===== src/hdl/tcrs_pkg.sv =====
// package: constants and types for the touch controller reset sequencer
package tcrs_pkg;
  localparam int unsigned CLK_HZ = 100_000_000;
  localparam int unsigned NS_PER_MS = 1_000_000;
  localparam int unsigned CLK_PERIOD_NS = 10;
  localparam int unsigned FAIL_PULSE_MS = 5;
  localparam int unsigned HOST_PULSE_MS = 16;
  localparam int unsigned BOUND_NORMAL_MS = 350;
  localparam int unsigned BOUND_HIGH_MS = 1000;
  localparam int unsigned FAIL_PULSE_CYC = FAIL_PULSE_MS * (CLK_HZ / 1000);
  localparam int unsigned HOST_PULSE_CYC = HOST_PULSE_MS * (CLK_HZ / 1000);
  localparam int unsigned BOUND_NORMAL_CYC = BOUND_NORMAL_MS * (CLK_HZ / 1000);
  localparam int unsigned BOUND_HIGH_CYC = BOUND_HIGH_MS * (CLK_HZ / 1000);
  localparam int unsigned LOAD_CYC_DEF = 64;
  localparam int unsigned INIT_CYC_DEF = 16;
  localparam int unsigned DIAG_CYC_DEF = 32;
  localparam int unsigned EFFECT_CYC_DEF = 1000;
  localparam int unsigned NUM_SENSORS = 10;
  // register byte offsets
  localparam logic [11:0] ADDR_HOST_MODE = 12'h000;
  localparam logic [11:0] ADDR_CONFIG = 12'h004;
  localparam logic [11:0] ADDR_STATUS = 12'h008;
  localparam logic [11:0] ADDR_HOST_OUT = 12'h00C;
  // field positions
  localparam int unsigned SWRST_BIT = 0;
  localparam int unsigned SAVE_BIT = 1;
  localparam int unsigned NOISE_HIGH_BIT = 0;
  localparam int unsigned EFFECTS_EN_BIT = 1;
  localparam logic [31:0] CONFIG_RESET = 32'h0000_0000;

  typedef enum logic [6:0] {
    TCRS_IDLE = 7'h01,
    TCRS_LOAD = 7'h02,
    TCRS_INIT = 7'h04,
    TCRS_DIAG = 7'h08,
    TCRS_FAILP = 7'h10,
    TCRS_EFFECT = 7'h20,
    TCRS_OPER = 7'h40
  } tcrs_state_t;

  typedef struct packed {
    logic [11:0] paddr;
    logic psel;
    logic penable;
    logic pwrite;
    logic [31:0] pwdata;
  } tcrs_apb_req_t;

  typedef struct packed {
    logic [31:0] prdata;
    logic pready;
    logic pslverr;
  } tcrs_apb_rsp_t;
endpackage : tcrs_pkg


===== src/hdl/tcrs_sequencer.sv =====
// module: reset sequencer with apb registers and pulse outputs
//
// Summary of operation
// - hw reset: reload both sets, init, diagnose
// - 5 ms pulse on failing sensor outputs
// - sequence done within 350/1000 ms bound
// - hw reset effects on good outputs, then operate
// - power-up: 16 ms high pulse on host output
// - pin reset gives no host output pulse
// - writing software reset bit in operate resets
// - sw reset reloads, self-clears bit, initialises
// - sw reset skips diagnostics and effects
// - any reset drives host output low, except while the power-up pulse runs
// - save-to-flash completion causes software reset
module tcrs_sequencer #(
  parameter int unsigned SENSORS = 10,
  parameter int unsigned LOAD_CYC = 64,
  parameter int unsigned INIT_CYC = 16,
  parameter int unsigned DIAG_CYC = 32,
  parameter int unsigned EFFECT_CYC = 1000,
  parameter int unsigned FAIL_CYC = 500000,
  parameter int unsigned HOSTP_CYC = 1600000,
  parameter int unsigned BOUND_N_CYC = 35000000,
  parameter int unsigned BOUND_H_CYC = 100000000
) (
  input wire logic clk,
  input wire logic srst,
  input wire tcrs_pkg::tcrs_apb_req_t apbReq,
  output tcrs_pkg::tcrs_apb_rsp_t apbRsp,
  input wire logic external_reset_pin,
  input wire logic [SENSORS-1:0] touch_sensor_input,
  output logic [SENSORS-1:0] indicator_output,
  output logic host_output_one_pin,
  output logic [SENSORS-1:0] ramLoadOut,
  output logic blocksInitOut,
  output logic operatingOut
);
  import tcrs_pkg::*;

  // status word holds the fail mask from bit 8 upwards
  if (SENSORS < 1 || SENSORS > 24 || LOAD_CYC < 1 || INIT_CYC < 1 ||
      DIAG_CYC < 1 || EFFECT_CYC < 1 || FAIL_CYC < 1 || HOSTP_CYC < 8 ||
      BOUND_N_CYC < 1 || BOUND_H_CYC < BOUND_N_CYC) begin : g_badParam
    $error("tcrs_sequencer: bad parameter");
  end

  //////////////////////////////////////////////////////////////////////////
  // pin synchronisers and reset pin edge
  logic [1:0] pinSync_reg;
  logic pinPrev_reg;
  logic [SENSORS-1:0] sensA_reg;
  logic [SENSORS-1:0] sensB_reg;
  logic pinReset;

  always_ff @(posedge clk) begin
    if (srst) begin
      pinSync_reg <= 2'h0;
      pinPrev_reg <= 1'b0;
      sensA_reg <= '0;
      sensB_reg <= '0;
    end else begin
      pinSync_reg <= {pinSync_reg[0], external_reset_pin};
      pinPrev_reg <= pinSync_reg[1];
      sensA_reg <= touch_sensor_input;
      sensB_reg <= sensA_reg;
    end
  end

  // high then low completes a pin reset
  assign pinReset = pinPrev_reg & ~pinSync_reg[1];

  //////////////////////////////////////////////////////////////////////////
  // registers
  logic [1:0] hostMode_reg;
  logic [1:0] config_reg;
  logic [SENSORS-1:0] failMask_reg;
  logic hostLevel_reg;
  logic hostWrite;
  logic swReq;
  logic isOper;
  tcrs_state_t state_reg;
  tcrs_state_t state_next;
  logic wrAcc;
  logic rdAcc;
  logic addrOk;
  logic [31:0] rdData;

  assign isOper = (state_reg == TCRS_OPER);
  assign wrAcc = apbReq.psel & apbReq.penable & apbReq.pwrite;
  assign rdAcc = apbReq.psel & apbReq.penable & ~apbReq.pwrite;
  assign addrOk = (apbReq.paddr == ADDR_HOST_MODE) ||
                  (apbReq.paddr == ADDR_CONFIG) ||
                  (apbReq.paddr == ADDR_STATUS) ||
                  (apbReq.paddr == ADDR_HOST_OUT);
  // sw reset bit or save-to-flash, only in operating mode
  assign swReq = wrAcc & isOper & (apbReq.paddr == ADDR_HOST_MODE) &
                 (apbReq.pwdata[SWRST_BIT] | apbReq.pwdata[SAVE_BIT]);
  assign hostWrite = wrAcc & (apbReq.paddr == ADDR_HOST_OUT);

  always_ff @(posedge clk) begin
    if (srst) begin
      hostMode_reg <= 2'h0;
    end else if (swReq) begin
      hostMode_reg <= apbReq.pwdata[1:0];
    end else if (state_reg == TCRS_LOAD) begin
      hostMode_reg <= 2'h0;
    end
  end

  always_ff @(posedge clk) begin
    if (srst) begin
      config_reg <= CONFIG_RESET[1:0];
    end else if (wrAcc && apbReq.paddr == ADDR_CONFIG) begin
      config_reg <= apbReq.pwdata[1:0];
    end
  end

  always_comb begin
    rdData = 32'h0000_0000;
    case (apbReq.paddr)
      ADDR_HOST_MODE: rdData[1:0] = hostMode_reg;
      ADDR_CONFIG: rdData[1:0] = config_reg;
      ADDR_STATUS: begin
        rdData[6:0] = state_reg;
        rdData[8 +: SENSORS] = failMask_reg;
      end
      ADDR_HOST_OUT: rdData[0] = hostLevel_reg;
      default: rdData = 32'h0000_0000;
    endcase
  end

  always_ff @(posedge clk) begin
    if (srst) begin
      apbRsp <= '0;
    end else begin
      apbRsp.pready <= apbReq.psel & ~apbReq.penable;
      apbRsp.pslverr <= apbReq.psel & ~apbReq.penable & ~addrOk;
      if (apbReq.psel && !apbReq.penable && !apbReq.pwrite) begin
        apbRsp.prdata <= rdData;
      end
    end
  end

  //////////////////////////////////////////////////////////////////////////
  // sequence state machine
  logic hwPending_reg;
  logic [31:0] cnt_reg;
  logic [31:0] bound_reg;
  logic cntDone;
  logic restart;

  assign restart = pinReset | swReq;
  assign cntDone = (cnt_reg == 32'h0000_0000);

  always_comb begin
    state_next = state_reg;
    case (state_reg)
      TCRS_IDLE: state_next = TCRS_LOAD;
      TCRS_LOAD: if (cntDone) state_next = TCRS_INIT;
      TCRS_INIT: if (cntDone) begin
        state_next = hwPending_reg ? TCRS_DIAG : TCRS_OPER;
      end
      TCRS_DIAG: if (cntDone) state_next = TCRS_FAILP;
      TCRS_FAILP: if (cntDone) begin
        state_next = config_reg[EFFECTS_EN_BIT] ? TCRS_EFFECT : TCRS_OPER;
      end
      TCRS_EFFECT: if (cntDone) state_next = TCRS_OPER;
      TCRS_OPER: state_next = TCRS_OPER;
      default: state_next = TCRS_IDLE;
    endcase
    if (restart) begin
      state_next = TCRS_LOAD;
    end
  end

  always_ff @(posedge clk) begin
    if (srst) begin
      state_reg <= TCRS_IDLE;
    end else begin
      state_reg <= state_next;
    end
  end

  always_ff @(posedge clk) begin
    if (srst) begin
      cnt_reg <= 32'h0000_0000;
    end else if (state_next != state_reg || restart) begin
      case (state_next)
        TCRS_LOAD: cnt_reg <= 32'(LOAD_CYC - 1);
        TCRS_INIT: cnt_reg <= 32'(INIT_CYC - 1);
        TCRS_DIAG: cnt_reg <= 32'(DIAG_CYC - 1);
        TCRS_FAILP: cnt_reg <= 32'(FAIL_CYC - 1);
        TCRS_EFFECT: cnt_reg <= 32'(EFFECT_CYC - 1);
        default: cnt_reg <= 32'h0000_0000;
      endcase
    end else if (!cntDone) begin
      cnt_reg <= cnt_reg - 32'h0000_0001;
    end
  end

  // hardware origin: power-up or pin; software reset or reaching operate clears it
  always_ff @(posedge clk) begin
    if (srst) begin
      hwPending_reg <= 1'b1;
    end else if (pinReset) begin
      hwPending_reg <= 1'b1;
    end else if (swReq) begin
      hwPending_reg <= 1'b0;
    end else if (state_reg == TCRS_OPER) begin
      hwPending_reg <= 1'b0;
    end
  end

  // deadline watch for the initialisation window
  always_ff @(posedge clk) begin
    if (srst) begin
      bound_reg <= 32'h0000_0000;
    end else if (restart || state_reg == TCRS_IDLE) begin
      bound_reg <= config_reg[NOISE_HIGH_BIT] ? 32'(BOUND_H_CYC)
                                              : 32'(BOUND_N_CYC);
    end else if (bound_reg != 32'h0000_0000) begin
      bound_reg <= bound_reg - 32'h0000_0001;
    end
  end

  //////////////////////////////////////////////////////////////////////////
  // diagnostics result and pin outputs
  always_ff @(posedge clk) begin
    if (srst) begin
      failMask_reg <= '0;
    end else if (state_reg == TCRS_DIAG && cntDone) begin
      failMask_reg <= sensB_reg;
    end else if (restart) begin
      failMask_reg <= '0;
    end
  end

  always_ff @(posedge clk) begin
    if (srst) begin
      indicator_output <= '0;
    end else if (state_next == TCRS_FAILP) begin
      indicator_output <= failMask_reg | (state_reg == TCRS_DIAG ?
                          sensB_reg : '0);
    end else if (state_next == TCRS_EFFECT) begin
      indicator_output <= ~failMask_reg;
    end else begin
      indicator_output <= '0;
    end
  end

  logic [31:0] hostCnt_reg;
  always_ff @(posedge clk) begin
    if (srst) begin
      hostCnt_reg <= 32'(HOSTP_CYC);
    end else if (hostCnt_reg != 32'h0000_0000) begin
      hostCnt_reg <= hostCnt_reg - 32'h0000_0001;
    end
  end

  always_ff @(posedge clk) begin
    if (srst) begin
      hostLevel_reg <= 1'b0;
    end else if (restart) begin
      hostLevel_reg <= 1'b0;
    end else if (hostWrite) begin
      hostLevel_reg <= apbReq.pwdata[0];
    end
  end

  always_ff @(posedge clk) begin
    if (srst) begin
      host_output_one_pin <= 1'b0;
    end else begin
      host_output_one_pin <= (hostCnt_reg != 32'h0000_0000) |
                             (hostLevel_reg & ~restart);
    end
  end

  always_ff @(posedge clk) begin
    if (srst) begin
      ramLoadOut <= '0;
      blocksInitOut <= 1'b0;
      operatingOut <= 1'b0;
    end else begin
      ramLoadOut <= {SENSORS{state_next == TCRS_LOAD}};
      blocksInitOut <= (state_next == TCRS_INIT);
      operatingOut <= (state_next == TCRS_OPER);
    end
  end
endmodule : tcrs_sequencer


===== config.mk =====
export PLATFORM = sky130hd
export DESIGN_NAME = tcrs_sequencer
export DESIGN_NICKNAME = d
export VERILOG_FILES = /design/src/hdl/tcrs_pkg.sv /design/src/hdl/tcrs_sequencer.sv
export SDC_FILE = /design/constraint.sdc
export NUM_CORES = 1
export LEC_CHECK = 0
export BUFFER_PORTS_ARGS = -buffer_cell sky130_fd_sc_hd__buf_4
export CAP_MARGIN = 20
export CORE_MARGIN = 4
export CORE_UTILIZATION = 60
export CTS_BUF_LIST = sky130_fd_sc_hd__clkbuf_8 sky130_fd_sc_hd__clkbuf_16
export CTS_CLUSTER_DIAMETER = 150
export DETAILED_ROUTE_END_ITERATION = 8
export PLACE_DENSITY = 0.91
export SLEW_MARGIN = 20
export SYNTH_ARGS = -nofsm -noshare
export SYNTH_HDL_FRONTEND = slang
export SYNTH_SLANG_ARGS = --single-unit

===== constraint.sdc =====
create_clock -name clk -period 6.05 [get_ports clk]
set_input_delay 0.3025 -clock clk [delete_from_list [all_inputs] [get_ports clk]]
set_output_delay 0.3025 -clock clk [all_outputs]
set_load 0.005 [all_outputs]

==> flow_summary.yaml <==
run:
  cap_violations: 0
final_layout:
  seqCellArea_um2: 2863
  drive_gt1_frac: 0.1719
  layout-area-overhead-vs-synth_pct: 18.39
  diodes: 0
  final_util: 0.7289
  nets: 846
  n_fill_cell: 677
  final_cells: 933
  final_area_um2: 7525
  multi_input_area_um2: 3217
critical_path:
  crit_path_max_incr_delay_ns: 0.85
  crit_chain: "nor4b_1 > a211oi_1 > o2111ai_1 > a21oi_1 > nor3_2 > nand2_1 > a21oi_1"
  endpoint_kind: "flip-flop"
  critical_path_class: "reg2reg"
  cp_max_fo: 16
  cpMostUsedCell: "a21oi_1"
  cp-start-kind: "flip-flop"
  critPathBufInv: 0
  cp_top_family: "simple AND/OR/NAND/NOR gates"
  crit_arrival_ns: 4.12
  cpMaxStageDelayCell: "nor3_2"
  worstPathRequired_ns: 6.49
pwr:
  p_leak_nw: 2.882
  clkPwrFrac: 0.395
  internal_power_mw: 1.802
  switchingPower_mw: 0.8111
  pwr-share-comb: 0.205
  seq_power_share: 0.400
  p_per_area_nw_per_um2: 347.3
  switching_share: 0.3104
  power_mw: 2.613
  ir_drop_mv: 0.3617
synthesis:
  synth-edff-count: 0
  ys_seq_area_frac: 0.4504
  synth_cells: 725
  syn-cell-area_um2: 6356
  yosys.cell_types.count: 62
  synth-seq-cells: 143
  yosys-top-cells-area: "dfxtp_1, nor2_1, a21oi_1, xor2_1, buf_4"
  synthArstFlopShare: 0
  synth_top_area_frac: 0.4504
  syn_area_per_cell_um2: 8.767
  yosysWarningCount: 0
  yosysMostFrequentCell: "dfxtp_1"
  synth-main-ff-cell: "dfxtp_1"
  synth_top_cells_by_count: "dfxtp_1, nor2_1, a21oi_1, nand2_1, nand3_1"
  post-synth-top-area-cell: "dfxtp_1"
global_routing:
  grt-ovfl-total: 0
  antenna_found_initial: 0
  grt_pass1_vias: 5647
  grtUsageTotal: 0.2607
  grt_max_degree: 111
  grt_pass1_wl_um: 26820
sta:
  slew_viol_final: 0
  worst_slew_pin_slew_ns: 1.131
  tns_ns: 0
  setup_violations: 0
  skew_ns: 0.008806
  finalCriticalPeriod_ns: 3.681
  fmax_mhz: 271.7
  finalHoldViolations: 0
  slew_headroom: 0.2463
  fin_crit_sh: 0.6085
  rsz0062_at_grt: "false"
floorplanning:
  io_pins: 117
  die_x_um: 110.9
  row_count: 37
  initial_utilization: 0.6157
  die_y_um: 110.9
  coreArea_um2: 10320
  die-area_um2: 12300
placed_design:
  dp_cells: 892
  place_area_um2: 6850
  gp_congestion: 0.8808
  dp_hpwl_um: 10330
  port_buffers: 71
clock_network:
  cts-root-buf: "clkbuf_8"
  htree_levels: 4
  cts_tree: "yes"
  clk_pin_slew_worst_paths_ns: 0.07
  cts_num_sinks: 143
  clock_latency_ns: 0.53
  clock_path_buffers: 2
  post-cts-setup-buffer-count: 0
  numCtsBuffers: 17
routing:
  met1_length_um: 6236
  drc: 0
  wl_met3_um: 1171
  top_layer_used: "met4"
  drt_iter0_drc: 541
  vias: 5767
  wl_per_cell_um: 17.36
  detail-route-antenna-nets: 0
  drtPass1Iterations: 5
  routed_via_density: 6.181
  wl_met2_um: 8255
  wirelength_um: 16200
outcome:
  run_status: "finished clean"
min_path:
  hold_path.class: "in2reg"
==> worst paths after layout <==
check	cells past startpoint	start	end	slack [ns]
max	7	state_reg[2]	cnt_reg[11]	2.37
min	2	touch_sensor_input[4]	sensA_reg[4]	0.01
max reg2reg	7	state_reg[2]	cnt_reg[11]	2.37
min reg2reg	1	sensA_reg[7]	sensB_reg[7]	0.45
==> logic make-up (layout without fill, tap and decap cells) <==
logic type	count (synthesis)	in the layout	share of synthesized area
XOR/XNOR	39	39	0.05374
multiplexers	7	7	0.01299
flip-flops	143	143	0.4504
AO/OA/AOI/OAI	141	141	0.1413
adder cells (fa/ha/maj)	2	2	0.003936
other	1	15	0.0005900
buffers and inverters	67	125	0.05473
AND/OR/NAND/NOR	325	325	0.2823
==> through the flow <==
stage	setup slack (ns)	hold slack, ns
2_1_floorplan	3.524	0.4138
3_3_place_gp	2.636	0.4268
3_5_place_dp	2.565	0.4246
4_1_cts	2.500	0.003893
5_1_grt	2.067	0.0003884
6_report	2.369	0.01214
==> power groups by stage <==
stage	sequential [mW]	combinational [mW]	clock, mW
2_1_floorplan	1.05	0.414	0
3_3_place_gp	1.06	0.492	0
3_5_place_dp	1.06	0.514	0
4_1_cts	1.04	0.527	1.04
5_1_grt	1.05	0.589	1.08
6_report	1.04	0.535	1.03
==> layout make-up <==
type                            count  area share
Sequential cell                   143      0.3804
Timing Repair Buffer               85     0.08746
Tap cell                          136     0.02261
Inverter                            8    0.003991
Clock buffer                       17     0.05504
Clock inverter                     15     0.02295
Multi-Input combinational cell    529      0.4275
==> worst register-to-register path, cell delays in order, from the launching register on <==
cell,delay (ns)
dfxtp_1,0.60
nor4b_1,0.43
a211oi_1,0.13
o2111ai_1,0.49
a21oi_1,0.25
nor3_2,0.85
nand2_1,0.57
a21oi_1,0.29
==> layer usage <==
metal	track usage	vias up
met3	0.06769	60
met5	0	-
li1	-	2686
met1	0.3010	2747
met4	0.1322	0
met2	0.4450	274
==> placed cells by master (no fill, tap or decap), types with 4 or more instances in the layout <==
cell type      synthesis  layout
inv_1                  8       8
clkinvlp_4             0       4
dlygate4sd3_1          0       8
nand3b_1               5       5
nor2b_1               28      28
xnor2_1               17      17
mux2i_1                6       6
o22a_1                10      10
nand4_1                9       9
xor2_1                22      22
buf_4                 25      76
a21oi_1               62      62
nand3_1               37      37
or3_1                 27      27
or4_1                 10      10
clkbuf_16              0      16
and3_1                 8       8
o21ai_0               21      21
nor4_2                 5       7
dfxtp_1              143     143
a22oi_1               16      16
inv_6                  0       4
conb_1                 1      15
a211oi_1               4       4
nand2b_1               6       6
nor4_1                10       8
nor3_1                32      32
nand2_1               39      39
o211ai_1               6       6
nor2_1                84      84
==> timing repair <==
action | in CTS | in global routing
endpoints found under the setup margin | 0 | 0
gates resized for setup | 0 | 0
endpoints found under the hold margin | 8 | 0
hold buffers | 8 | 0
Power figures use the tool's default switching activity.
